### src/metrology_config_map.svh
/*
 * Offsets, field positions, reset values and timing figures of the
 * metrology configuration word. Assumes inclusion by bare name.
 */
`ifndef METROLOGY_CONFIG_MAP_SVH
`define METROLOGY_CONFIG_MAP_SVH

`define CFG_ZERO_OFFSET        16'h00AE
`define CFG_ZERO_RESET         32'h00000000
`define CFG_WRITE_MASK         32'h3FFFF000

`define CFG_CHECKSUM_DIS_BIT   29
`define CFG_IB_DERIVE_BIT      28
`define CFG_TOPOLOGY_HI        27
`define CFG_TOPOLOGY_LO        25
`define CFG_NEUTRAL_HI         24
`define CFG_NEUTRAL_LO         22
`define CFG_SUM_FORMULA_HI     21
`define CFG_SUM_FORMULA_LO     20
`define CFG_ONE_CYC_MODE_BIT   19
`define CFG_HALF_CYC_MODE_BIT  18
`define CFG_SETTLE_HI          17
`define CFG_SETTLE_LO          16
`define CFG_NOM_C_BIT          15
`define CFG_NOM_B_BIT          14
`define CFG_NOM_A_BIT          13
`define CFG_ZX_SOURCE_BIT      12

`define TOPO_WYE               3'h0
`define TOPO_DELTA_B           3'h1
`define TOPO_WYE_NEG_SUM       3'h2
`define TOPO_WYE_NEG_A         3'h3
`define TOPO_DELTA_ALL         3'h4

`define SUM_PHASES             2'h0
`define SUM_PLUS_AUX           2'h1
`define SUM_MINUS_AUX          2'h2

`define SETTLE_SEL_64          2'h0
`define SETTLE_SEL_128         2'h1
`define SETTLE_SEL_256         2'h2
`define SETTLE_SEL_NONE        2'h3

`define SETTLE_64_MS           64
`define SETTLE_128_MS          128
`define SETTLE_256_MS          256
`define CLK_RATE_KHZ           50000

`endif

### src/metrology_config_pkg.sv
/*
 * Types shared by the metrology configuration block.
 * Assumes the map header supplies the numeric constants.
 */
package metrology_config_pkg;

	typedef enum logic [1:0] {
		SETTLE_IDLE,
		SETTLE_WAIT,
		SETTLE_ACCUMULATE
	} settle_state_t;

endpackage

### src/metrology_config_word.sv
/*
 * Bits 29 to 12 of the metrology configuration word and the datapath
 * steering it controls: wiring topology, phase B current derivation,
 * current sum, zero-crossing source, nominal voltage use, power settling
 * and dip/swell reporting modes.
 * Assumes the host SPI front end delivers decoded commands with a
 * checksum verdict, and that all inputs are synchronous to clk_sys_in.
 */

// Functional notes
// - Bit 29 set makes commands with a failed checksum be accepted; clear means they are refused.
// - Bit 28 set derives the phase B current as minus the sum of phase A and C currents.
// - Topology field 27..25 at 000 passes the measured phase voltages unchanged.
// - Topology 001 replaces phase B voltage by phase A minus phase C voltage.
// - Topology 010 sets phase B voltage to minus the sum of phase A and C voltages.
// - Topology 011 sets phase B voltage to minus the phase A voltage.
// - Topology 100 forms A as A-B, B as A-C and C as C-B voltages.
// - Field 24..22 picks auxiliary channel 0 to 5 for the current sum.
// - Sum formula 00 adds the three compensated phase currents.
// - Sum formula 01 adds the chosen auxiliary current to the phase sum.
// - Sum formula 10 at bits 21..20 subtracts the chosen auxiliary current from the phase sum.
// - Bit 19 selects repeated or entry/exit interrupts for the one-cycle detector.
// - Bit 18 selects repeated or entry/exit interrupts for the half-cycle detector.
// - Field 17..16 delays accumulation by 64, 128, 256 ms or not at all.
// - Bits 15, 14, 13 substitute the nominal voltage for phase C, B, A apparent power.
// - Bit 12 takes zero-crossing samples before the high-pass filter or after compensation.
`timescale 1ns/10ps
`include "metrology_config_map.svh"

module metrology_config_word #(
	parameter int          W                    = 32,
	parameter int unsigned SETTLE_64_CYCLES     = `SETTLE_64_MS * `CLK_RATE_KHZ,
	parameter int unsigned SETTLE_128_CYCLES    = `SETTLE_128_MS * `CLK_RATE_KHZ,
	parameter int unsigned SETTLE_256_CYCLES    = `SETTLE_256_MS * `CLK_RATE_KHZ
) (
	input  wire logic                  clk_sys_in,
	input  wire logic                  reset_n_in,
	input  wire logic                  host_cmd_valid_in,
	input  wire logic                  host_cmd_write_in,
	input  wire logic [15:0]           host_cmd_addr_in,
	input  wire logic [31:0]           host_cmd_wdata_in,
	input  wire logic                  host_cmd_crc_ok_in,
	output logic                       host_rsp_valid_out,
	output logic [31:0]                host_rsp_data_out,
	output logic                       host_cmd_reject_out,
	input  wire logic                  sample_valid_in,
	input  wire logic [W-1:0]          phase_a_voltage_in,
	input  wire logic [W-1:0]          phase_b_voltage_in,
	input  wire logic [W-1:0]          phase_c_voltage_in,
	input  wire logic [W-1:0]          phase_a_current_in,
	input  wire logic [W-1:0]          phase_b_current_in,
	input  wire logic [W-1:0]          phase_c_current_in,
	input  wire logic [2:0][W-1:0]     phase_compensated_current_in,
	input  wire logic [5:0][W-1:0]     auxiliary_compensated_current_in,
	input  wire logic [2:0][W-1:0]     zx_before_hpf_in,
	input  wire logic [2:0][W-1:0]     zx_after_pcf_in,
	input  wire logic [2:0][W-1:0]     voltage_rms_in,
	input  wire logic [W-1:0]          nominal_phase_voltage_in,
	output logic                       sample_valid_out,
	output logic [W-1:0]               phase_a_voltage_out,
	output logic [W-1:0]               phase_b_voltage_out,
	output logic [W-1:0]               phase_c_voltage_out,
	output logic [W-1:0]               phase_b_current_out,
	output logic [W-1:0]               current_sum_out,
	output logic [2:0][W-1:0]          zx_sample_out,
	output logic [2:0][W-1:0]          apparent_voltage_out,
	input  wire logic                  power_run_in,
	output logic                       accumulate_enable_out,
	input  wire logic                  sag_one_active_in,
	input  wire logic                  sag_one_count_in,
	input  wire logic                  sag_half_active_in,
	input  wire logic                  sag_half_count_in,
	output logic                       sag_one_irq_out,
	output logic                       sag_half_irq_out
);
	import metrology_config_pkg::*;

	// 24 bits hold the longest delay at the default clock rate
	localparam logic [23:0] LOAD_64  = 24'(SETTLE_64_CYCLES - 1);
	localparam logic [23:0] LOAD_128 = 24'(SETTLE_128_CYCLES - 1);
	localparam logic [23:0] LOAD_256 = 24'(SETTLE_256_CYCLES - 1);

	typedef struct packed {
		logic [31:0]          cfg;
		logic                 rsp_valid;
		logic [31:0]          rsp_data;
		logic                 reject;
		logic                 smp_valid;
		logic [W-1:0]         va;
		logic [W-1:0]         vb;
		logic [W-1:0]         vc;
		logic [W-1:0]         ib;
		logic [W-1:0]         current_sum;
		logic [2:0][W-1:0]    zx;
		logic [2:0][W-1:0]    app_v;
		settle_state_t        settle;
		logic [23:0]          count;
		logic                 accum;
	} cfg_state_t;

	cfg_state_t state;
	cfg_state_t next_state;

	// two's complement wrap at W bits; the datapath carries no saturation
	function automatic logic [W-1:0] neg_sum(input logic [W-1:0] x, input logic [W-1:0] y);
		neg_sum = W'(-(x + y));
	endfunction

	function automatic logic [W-1:0] pick_voltage(input logic use_nom,
		input logic [W-1:0] nom, input logic [W-1:0] rms);
		pick_voltage = use_nom ? nom : rms;
	endfunction

	function automatic logic [23:0] settle_load(input logic [1:0] sel);
		if (sel == `SETTLE_SEL_64) begin
			settle_load = LOAD_64;
		end else if (sel == `SETTLE_SEL_128) begin
			settle_load = LOAD_128;
		end else begin
			settle_load = LOAD_256;
		end
	endfunction

	logic [2:0]   topology;
	logic [2:0]   aux_pick;
	logic [1:0]   sum_formula;
	logic [1:0]   settle_sel;
	logic [W-1:0] aux_current;
	logic [W-1:0] phase_sum;
	logic         cmd_accept;

	assign topology    = state.cfg[`CFG_TOPOLOGY_HI:`CFG_TOPOLOGY_LO];
	assign aux_pick    = state.cfg[`CFG_NEUTRAL_HI:`CFG_NEUTRAL_LO];
	assign sum_formula = state.cfg[`CFG_SUM_FORMULA_HI:`CFG_SUM_FORMULA_LO];
	assign settle_sel  = state.cfg[`CFG_SETTLE_HI:`CFG_SETTLE_LO];
	// codes 110 and 111 have no channel; fall back to channel 0
	assign aux_current = (aux_pick <= 3'h5) ? auxiliary_compensated_current_in[aux_pick]
		: auxiliary_compensated_current_in[0];
	assign phase_sum = W'(phase_compensated_current_in[0] + phase_compensated_current_in[1]
		+ phase_compensated_current_in[2]);
	// with the check switched off even a bad checksum is taken
	assign cmd_accept = host_cmd_crc_ok_in | state.cfg[`CFG_CHECKSUM_DIS_BIT];

	always_comb begin
		next_state = state;
		next_state.rsp_valid = 1'b0;
		next_state.reject = 1'b0;
		next_state.smp_valid = sample_valid_in;

		// register access from the host port
		if (host_cmd_valid_in) begin
			if (!cmd_accept) begin
				next_state.reject = 1'b1;
			end else if (host_cmd_write_in) begin
				if (host_cmd_addr_in == `CFG_ZERO_OFFSET) begin
					next_state.cfg = host_cmd_wdata_in & `CFG_WRITE_MASK;
				end
			end else begin
				next_state.rsp_valid = 1'b1;
				if (host_cmd_addr_in == `CFG_ZERO_OFFSET) begin
					next_state.rsp_data = state.cfg;
				end else begin
					next_state.rsp_data = 32'h00000000;
				end
			end
		end

		if (sample_valid_in) begin
			next_state.va = phase_a_voltage_in;
			next_state.vb = phase_b_voltage_in;
			next_state.vc = phase_c_voltage_in;
			case (topology)
				`TOPO_DELTA_B: begin
					next_state.vb = W'(phase_a_voltage_in - phase_c_voltage_in);
				end
				`TOPO_WYE_NEG_SUM: begin
					next_state.vb = neg_sum(phase_a_voltage_in, phase_c_voltage_in);
				end
				`TOPO_WYE_NEG_A: begin
					next_state.vb = W'(-phase_a_voltage_in);
				end
				`TOPO_DELTA_ALL: begin
					next_state.va = W'(phase_a_voltage_in - phase_b_voltage_in);
					next_state.vb = W'(phase_a_voltage_in - phase_c_voltage_in);
					next_state.vc = W'(phase_c_voltage_in - phase_b_voltage_in);
				end
				default: begin
				end
			endcase

			if (state.cfg[`CFG_IB_DERIVE_BIT]) begin
				next_state.ib = neg_sum(phase_a_current_in, phase_c_current_in);
			end else begin
				next_state.ib = phase_b_current_in;
			end

			case (sum_formula)
				`SUM_PLUS_AUX: begin
					next_state.current_sum = W'(phase_sum + aux_current);
				end
				`SUM_MINUS_AUX: begin
					next_state.current_sum = W'(phase_sum - aux_current);
				end
				default: begin
					next_state.current_sum = phase_sum;
				end
			endcase

			next_state.zx = state.cfg[`CFG_ZX_SOURCE_BIT] ? zx_before_hpf_in
				: zx_after_pcf_in;
			next_state.app_v[0] = pick_voltage(state.cfg[`CFG_NOM_A_BIT],
				nominal_phase_voltage_in, voltage_rms_in[0]);
			next_state.app_v[1] = pick_voltage(state.cfg[`CFG_NOM_B_BIT],
				nominal_phase_voltage_in, voltage_rms_in[1]);
			next_state.app_v[2] = pick_voltage(state.cfg[`CFG_NOM_C_BIT],
				nominal_phase_voltage_in, voltage_rms_in[2]);
		end

		// settling: dropping power_run_in restarts the wait from the top
		case (state.settle)
			SETTLE_IDLE: begin
				next_state.accum = 1'b0;
				if (power_run_in) begin
					if (settle_sel == `SETTLE_SEL_NONE) begin
						next_state.settle = SETTLE_ACCUMULATE;
						next_state.accum = 1'b1;
					end else begin
						next_state.settle = SETTLE_WAIT;
						next_state.count = settle_load(settle_sel);
					end
				end
			end
			// loaded with N-1, so accumulation opens exactly N cycles after the start
			SETTLE_WAIT: begin
				if (!power_run_in) begin
					next_state.settle = SETTLE_IDLE;
				end else if (state.count == 24'h000000) begin
					next_state.settle = SETTLE_ACCUMULATE;
					next_state.accum = 1'b1;
				end else begin
					next_state.count = 24'(state.count - 24'h000001);
				end
			end
			SETTLE_ACCUMULATE: begin
				if (!power_run_in) begin
					next_state.settle = SETTLE_IDLE;
					next_state.accum = 1'b0;
				end
			end
			default: begin
				next_state.settle = SETTLE_IDLE;
				next_state.accum = 1'b0;
			end
		endcase
	end

	always_ff @(posedge clk_sys_in or negedge reset_n_in) begin
		if (!reset_n_in) begin
			state <= '0;
			state.cfg <= `CFG_ZERO_RESET;
			state.settle <= SETTLE_IDLE;
		end else begin
			state <= next_state;
		end
	end

	logic one_irq;
	logic half_irq;

	dip_swell_reporter one_cycle_reporter (
		.clk_sys_in         (clk_sys_in),
		.reset_n_in         (reset_n_in),
		.entry_exit_mode_in (state.cfg[`CFG_ONE_CYC_MODE_BIT]),
		.condition_in       (sag_one_active_in),
		.count_reached_in   (sag_one_count_in),
		.irq_out            (one_irq)
	);

	dip_swell_reporter half_cycle_reporter (
		.clk_sys_in         (clk_sys_in),
		.reset_n_in         (reset_n_in),
		.entry_exit_mode_in (state.cfg[`CFG_HALF_CYC_MODE_BIT]),
		.condition_in       (sag_half_active_in),
		.count_reached_in   (sag_half_count_in),
		.irq_out            (half_irq)
	);

	assign host_rsp_valid_out    = state.rsp_valid;
	assign host_rsp_data_out     = state.rsp_data;
	assign host_cmd_reject_out   = state.reject;
	assign sample_valid_out      = state.smp_valid;
	assign phase_a_voltage_out   = state.va;
	assign phase_b_voltage_out   = state.vb;
	assign phase_c_voltage_out   = state.vc;
	assign phase_b_current_out   = state.ib;
	assign current_sum_out       = state.current_sum;
	assign zx_sample_out         = state.zx;
	assign apparent_voltage_out  = state.app_v;
	assign accumulate_enable_out = state.accum;
	assign sag_one_irq_out       = one_irq;
	assign sag_half_irq_out      = half_irq;

endmodule

### src/dip_swell_reporter.sv
/*
 * Interrupt pulse generator for one dip/swell detector.
 * Assumes condition and count strobes are synchronous to clk_sys_in.
 */
`timescale 1ns/10ps

module dip_swell_reporter (
	input  wire logic clk_sys_in,
	input  wire logic reset_n_in,
	input  wire logic entry_exit_mode_in,
	input  wire logic condition_in,
	input  wire logic count_reached_in,
	output logic      irq_out
);
	import metrology_config_pkg::*;

	typedef struct packed {
		logic cond_prev;
		logic irq;
	} reporter_state_t;

	reporter_state_t state;
	reporter_state_t next_state;

	always_comb begin
		next_state = state;
		next_state.cond_prev = condition_in;
		if (entry_exit_mode_in) begin
			// one pulse on entering and one on leaving the condition
			next_state.irq = condition_in ^ state.cond_prev;
		end else begin
			// repeated pulse after every programmed cycle count
			next_state.irq = condition_in & count_reached_in;
		end
	end

	always_ff @(posedge clk_sys_in or negedge reset_n_in) begin
		if (!reset_n_in) begin
			state <= '0;
		end else begin
			state <= next_state;
		end
	end

	assign irq_out = state.irq;

endmodule

### config.mk
export PLATFORM = sky130hd
export DESIGN_NAME = metrology_config_word
export DESIGN_NICKNAME = d
export VERILOG_FILES = /design/src/metrology_config_pkg.sv /design/src/metrology_config_word.sv /design/src/dip_swell_reporter.sv
export VERILOG_INCLUDE_DIRS = /design/src /design/src/src
export SDC_FILE = /design/constraint.sdc
export NUM_CORES = 2
export LEC_CHECK = 0
export ABC_AREA = 1
export BUFFER_PORTS_ARGS = -buffer_cell sky130_fd_sc_hd__buf_2
export CORE_AREA = 2 2 486 488
export DETAILED_ROUTE_END_ITERATION = 12
export DIE_AREA = 0 0 488 490
export PLACE_DENSITY = 0.46
export SETUP_SLACK_MARGIN = 0.02
export SLEW_MARGIN = 10
export SYNTH_ARGS = -nofsm -noshare
export SYNTH_HDL_FRONTEND = slang
export SYNTH_SLANG_ARGS = --single-unit
### constraint.sdc
create_clock -name clk_sys_in -period 5.5 [get_ports clk_sys_in]
set_clock_uncertainty 0.2 [all_clocks]
set_input_delay 0.825 -clock clk_sys_in [delete_from_list [all_inputs] [get_ports clk_sys_in]]
set_output_delay 0.825 -clock clk_sys_in [all_outputs]
set_load 0.005 [all_outputs]
# Word-level counts from Yosys, hierarchy flattened
# Index checks and enable logic that the tools add are counted.
# Widths: inputs -> output; s select.
totals:
  regBits: 436
  inputBits: 859
  output_inout_bits: 390
  elab_cells: 107
op_classes:
  add_sub_neg: 13
  n_lt_le_gt_ge: 2
  eq_ne: 18
  n_mux: 35
  bitwise_logic: 6
  reduce_logical: 10
ops:
  columns: ["cell", "n"]
  rows:
  - ["$mux 32", 8]
  - ["$add 32x32->32", 5]
  - ["$sub 32x32->32", 4]
  - ["$bmux 32 s3", 1]
  - ["$mux 24", 4]
  - ["$mux 96", 1]
  - ["$neg 32->32", 3]
  - ["$pmux 32 s3", 1]
  - ["$mux 33", 2]
  - ["$pmux 32 s2", 1]
  - ["$pmux 24 s2", 1]
  - ["$mux 34", 1]
  - ["$mux 30", 1]
  - ["$mux 27", 1]
  - ["$mux 25", 1]
  - ["$logic_not 24->1", 1]
  - ["$sub 24x1->24 const B", 1]
  - ["$eq 16x8->1 const B", 1]
  - ["$ne 2x2->1 const B", 6]
  - ["$reduce_and 3->1", 3]
  - ["$mux 2", 4]
  - ["$eq 2x1->1 const B", 3]
  - ["$eq 2x2->1 const B", 3]
  - ["$eq 3x2->1 const B", 2]
  - ["17 further kinds", 25]

# Logic depth before layout (Yosys ltp)
logic_depth:
  word_depth: 6
  ltp_mapped: 33

# By module
# Synthesis repeated with hierarchy kept, for this count alone.
unflattened:
  hier_cells: 6071
  hier_area_um2: 40357.5
modules_own_cells:
  columns: ["module", "instances", "cells_each", "area_each_um2"]
  rows:
  - ["metrology_config_word", 1, 6053, 40197.3]
  - ["dip_swell_reporter", 2, 9, 80.1]

# Worst setup path before layout
# Ideal clock, no wire load.
synth_path:
  path_kind: "input port to flip-flop"
  start: "input port phase_compensated_current_in[1] (netlist bit)"
  end: "register state, in the netlist current_sum_out[26]"
  setup_ps: 135
  arrival_time_ps: 4349
  required_time_ps: 5165
  setup_slack_ps: 816
  stages: 22
  path_buffers: 0
  cell_sequence: "fa_1 ha_1 fa_1 nand2_1 nand2_1 o21ai_1 o21ai_2 a21boi_1 o21ai_0 nand2_1 nand2_1 xor2_1 ha_1 a21oi_1 o21ai_0 a21oi_1 nand3_1 nand2_1 nand2_1 or2_2 nand3_1 a31oi_1"
synth_via:
  elab_chain_len: 4
synth_rtl:
  columns: ["item", "line", "text"]
  rows:
  - ["from (decl)", "metrology_config_word.sv:53", "input wire logic [2:0][W-1:0] phase_compensated_current_in,"]
  - ["$add 32x32->32 (*)", "metrology_config_word.sv:139", "assign phase_sum = W'(phase_compensated_current_in[0] + phase_compensated_current_in[1]"]
  - ["$add 32x32->32 (*)", "metrology_config_word.sv:140", "+ phase_compensated_current_in[2]);"]
  - ["$sub 32x32->32 or $add 32x32->32 (tied branches)", "metrology_config_word.sv:202, metrology_config_word.sv:199", null]
  - ["$pmux 32 s2 (*)", "metrology_config_word.sv:197", "case (sum_formula)"]
  - ["to (signal assigned)", "metrology_config_word.sv:263", "state <= next_state;"]
  - ["to (decl)", "metrology_config_word.sv:101", "cfg_state_t state;"]
# Mark *: on every way between the ends. The rest lies on a longest branch, timed or not.
# A chain may end at the register's enable or synchronous reset.

# Worst setup path after layout
# Ends and elaborated chain as after synthesis.

==> impl_metrics.csv <==
group,metric,value,unit
synthesis,synth_edf_count,0,
global_routing,grt_overflow,0,
setup_path,path_class,"in -> reg",
sta,worst_slack,0.531,ns
sta,slew_viol_final,0,
synthesis,synthMuxAreaShare,0.494,%
placement,hpwl,188,mm
global_routing,antenna_found_initial,51,
global_routing,busiest_layer,"met2",
floorplan,die_area,239000,um2
power,p_leak,25.8,nW
sta,rsz0062_at_grt,"false",
worst_hold_path,min_to,"one_cycle_reporter.state[1]",
drt,firstDrtPassIters,6,
setup_path,crit_slowest_cell,"fa_1",
drt,routed_wl,226,mm
cts,worstSkewPairLatency,0.68,ns
floorplan,die_h,490,um
synthesis,synth-warning-count,0,
floorplan,row_count,178,
power,p_per_area,255,nW/um2
global_routing,track_usage,18.1,%
cts,clock_sinks,422,
worst_hold_path,hold_path.class,"in -> reg",
cells_and_area,final_cell_mix,"1486 x nand2_1, 1218 x buf_2, 777 x inv_1",
drt,drtIter0Drc,3437,
cells_and_area,layout-drive-gt1-share,21.4,%
worst_hold_path,min_from,"sag_one_active_in",
setup_path,cpMostUsedCell,"nand2_1",
synthesis,yosys_register_bits,422,
placement,placed_cell_area,48600,um2
synthesis,synth_cells,6254,
synthesis,synth_fa_ha_area_share,10.4,%
synthesis,synth_cell_types,63,
setup_path,path_cells,"buf_2 -> fa_1 -> ha_1 -> fa_1 -> nand2_1 -> nand2_1 -> o21ai_1 -> o21ai_2 -> a21boi_1 -> o21ai_0 -> buf_4 -> buf_4 -> xor2_1 -> ha_1 -> buf_4 -> a21oi_1 -> o21ai_0 -> a21oi_1 -> nand3_1 -> nand2_1 -> nand2_1 -> or2_2 -> nand3_1 -> a31oi_1",
global_routing,grt_pass1_wl,316,mm
global_routing,grt_max_degree,150,
cells_and_area,regArea,10600,um2
drt,ant_nets,0,
setup_path,reg2reg_to,"current_sum_out[31]",
setup_path,startpoint_type,"input port",
synthesis,syn_avg_cell_area,6.57,um2
cells_and_area,fin_nets,8274,
cts,root_buffer,"clkbuf_16",
sta,setup_viol,0,
global_routing,grtUsageMet2,30.8,%
power,ir_worst_vdd,0.255,mV
cells_and_area,multi_input_area,23900,um2
drt,post_drt_wl_per_cell,21.8,um
run,maxCapViolCount,0,
cts,clock_path_buffers,3,
sta,worstMarginPinSlew,1.24,ns
cells_and_area,final_util,21.7,%
placement,gp_congestion,0.991,
outcome,outcome,"complete, no violations",
synthesis,yosys.area_share.simple,26.2,%
synthesis,syn_area,41100,um2
synthesis,synth_top_family_by_area,"simple AND/OR/NAND/NOR gates",
sta,slew_headroom,16.3,%
cts,clk_pin_slew,0.06,ns
setup_path,r2r_slack,0.56,ns
synthesis,synth_compound_area_share,18.2,%
cts,h-tree-depth,2,
setup_path,r2r.worst_path.cells,31,
worst_hold_path,hold_path_depth,1,
synthesis,ys_async_sr_fraction,100,%
drt,dr_total_vias,44900,
global_routing,gr-usage-met3,2.88,%
sta,hold_viol_final,0,
sta,period_share,90.3,%
drt,drc_errors,0,
synthesis,seq_area_frac_synth,25.7,%
setup_path,end_kind,"flip-flop",
cells_and_area,area_growth,23.5,%
setup_path,crit_fanout,3,
cells_and_area,final_common_cell,"nand2_1",
sta,fmax,0.201,GHz
placement,io_buffers,1220,
cells_and_area,final.fill_count,26800,
sta,finalCriticalPeriod,4.97,ns
placement,post-place-ws,-0.174,ns
synthesis,ys.flop_type,"dfrtp_1",
setup_path,critical_path.max_stage_delay,0.47,ns
synthesis,synth_xor_area_share,2.69,%
drt,viasPerCell,4.33,
cts,cts_tree,"built",
setup_path,critPathArrivalTime,5.31,ns
floorplan,initial_core_util,17.5,%
global_routing,use_met1,21.6,%
cells_and_area,final_area,50700,um2
floorplan,core_region_area,234000,um2
global_routing,grt_pass1_vias,44400,
setup_path,critPathRequiredTime,5.84,ns
cts,cts_made_buffers,55,
floorplan,die_w,488,um
setup_path,timing.rr.start,"aux_pick[1]",
floorplan,io_pins,1249,
-- per-stage QoR --
stage | std cells | TNS, ns | power [mW] | hold slack [ns]
2_1_floorplan | 6267 | 0 | 6.82 | 0.248
3_3_place_gp | 10200 | -0.546 | 9.04 | 0.260
3_5_place_dp | 10200 | -0.524 | 9.01 | 0.261
4_1_cts | 10300 | 0 | 13.2 | 0.00540
5_1_grt | 10300 | 0 | 13.9 | 0.0194
6_report | 10400 | 0 | 12.9 | 0.0808
-- repair_timing --
item | 4_1_cts | 5_1_grt
buffers inserted | 0 | 0
resized for setup | 0 | 1
endpoints found under the setup margin | 0 | 2
hold buffers | 2 | 0
hold endpoints to repair | 27 | 0
-- per-layer routing --
layer	share of wire, %	vias to the layer above	wire, um
met5	0.012	-	28
met4	5.8	6	13000
met3	6.2	286	14000
met2	47	1681	107000
met1	41	21200	91500
li1	-	21700	-
-- registers in the layout (all words and copies together) (netlist names) --
register,flops
phase_b_voltage_out,32
settle_sel,2
host_rsp_data_out,18
half_cycle_reporter.irq_out,1
aux_pick,3
zx_sample_out,96
one_cycle_reporter.irq_out,1
phase_b_current_out,32
apparent_voltage_out,96
current_sum_out,32
phase_a_voltage_out,32
accumulate_enable_out,1
phase_c_voltage_out,32
host_cmd_reject_out,1
host_rsp_valid_out,1
one_cycle_reporter.state,1
half_cycle_reporter.state,1
sample_valid_out,1
state,39
-- critical path, delay by kind of cell --
kind	cells	cell delay, ns
AOI/OAI and AO/OA	8	1.48
buffers and inverters	4	0.55
adders and majority gates	4	1.43
xor gates and xnor gates	1	0.21
and+or+nand+nor	7	0.82
-- synth_stat cells, types with 3 or more instances --
| library cell | instances | area (um2) |
|---|---|---|
| xnor2_1 | 45 | 394 |
| buf_1 | 15 | 56.3 |
| nand4_1 | 67 | 419 |
| clkinv_1 | 5 | 18.8 |
| o311ai_0 | 3 | 26.3 |
| and3_1 | 4 | 25.0 |
| and2_1 | 4 | 25.0 |
| nand3b_1 | 18 | 135 |
| dfrtp_1 | 422 | 10600 |
| nand2_1 | 1487 | 5580 |
| a31o_2 | 4 | 35.0 |
| o21bai_1 | 46 | 345 |
| a21oi_1 | 386 | 1930 |
| a41oi_1 | 3 | 26.3 |
| o21ai_0 | 699 | 3500 |
| o21a_1 | 18 | 135 |
| or2_1 | 4 | 25.0 |
| nor2_2 | 7 | 43.8 |
| nor2_1 | 654 | 2450 |
| fa_1 | 38 | 761 |
| o31ai_1 | 6 | 45.0 |
| a221oi_1 | 4 | 35.0 |
| buf_6 | 6 | 67.6 |
| a22oi_1 | 6 | 45.0 |
| inv_2 | 5 | 18.8 |
| or2_2 | 23 | 144 |
| o211ai_1 | 47 | 353 |
| ha_1 | 280 | 3500 |
| a21o_1 | 28 | 210 |
| o221ai_1 | 15 | 131 |
| clkbuf_1 | 157 | 589 |
| buf_4 | 393 | 2950 |
| o22ai_1 | 20 | 125 |
| nand3_1 | 289 | 1450 |
| a32oi_1 | 4 | 35.0 |
| o21ai_1 | 7 | 35.0 |
| xor2_1 | 81 | 709 |
| nor3_1 | 56 | 280 |
| a21boi_0 | 14 | 105 |
| a31oi_1 | 30 | 188 |
| inv_1 | 777 | 2920 |
| nor4_1 | 19 | 119 |
| mux2_2 | 18 | 203 |
| buf_2 | 16 | 80.1 |
-- cell families (layout without fill, tap and decap cells) --
group,after synthesis,count (layout)
adder cells (fa/ha/maj),318,318
AO/OA/AOI/OAI,1354,1354
AND/OR/NAND/NOR,2640,2640
other,1,81
XOR/XNOR,126,126
buffers and inverters,1375,2248
flip-flops,422,422
multiplexers,18,18
-- area by class of cell --
cell class | count | share of cell area, %
Tap cell | 3150 | 7.77
Clock buffer | 78 | 3.14
Clock inverter | 22 | 0.678
Timing Repair Buffer | 1360 | 14.3
Antenna cell | 67 | 0.331
Sequential cell | 422 | 20.8
Inverter | 788 | 5.85
Multi-Input combinational cell | 4470 | 47.0
-- worst max-delay path by stage --
stage | startpoint | endpoint | slack [ns]
4_1_cts | aux_pick[1] | current_sum_out[31] | 0.48
3_3_place_gp | phase_compensated_current_in[1] | current_sum_out[26] | -0.15
2_1_floorplan | phase_compensated_current_in[1] | current_sum_out[26] | 0.82
5_1_grt | aux_pick[1] | current_sum_out[31] | 0.08
6_report | phase_compensated_current_in[1] | current_sum_out[26] | 0.53
3_5_place_dp | phase_compensated_current_in[1] | current_sum_out[26] | -0.17
-- power by group --
group | total [mW] | internal [mW] | switching (mW) | leakage [nW]
clock network | 4.01 | 2.34 | 1.67 | 0.942
registers | 3.68 | 3.44 | 0.236 | 5.17
logic | 5.25 | 1.96 | 3.29 | 19.7
(Power assumes the default switching activity.)
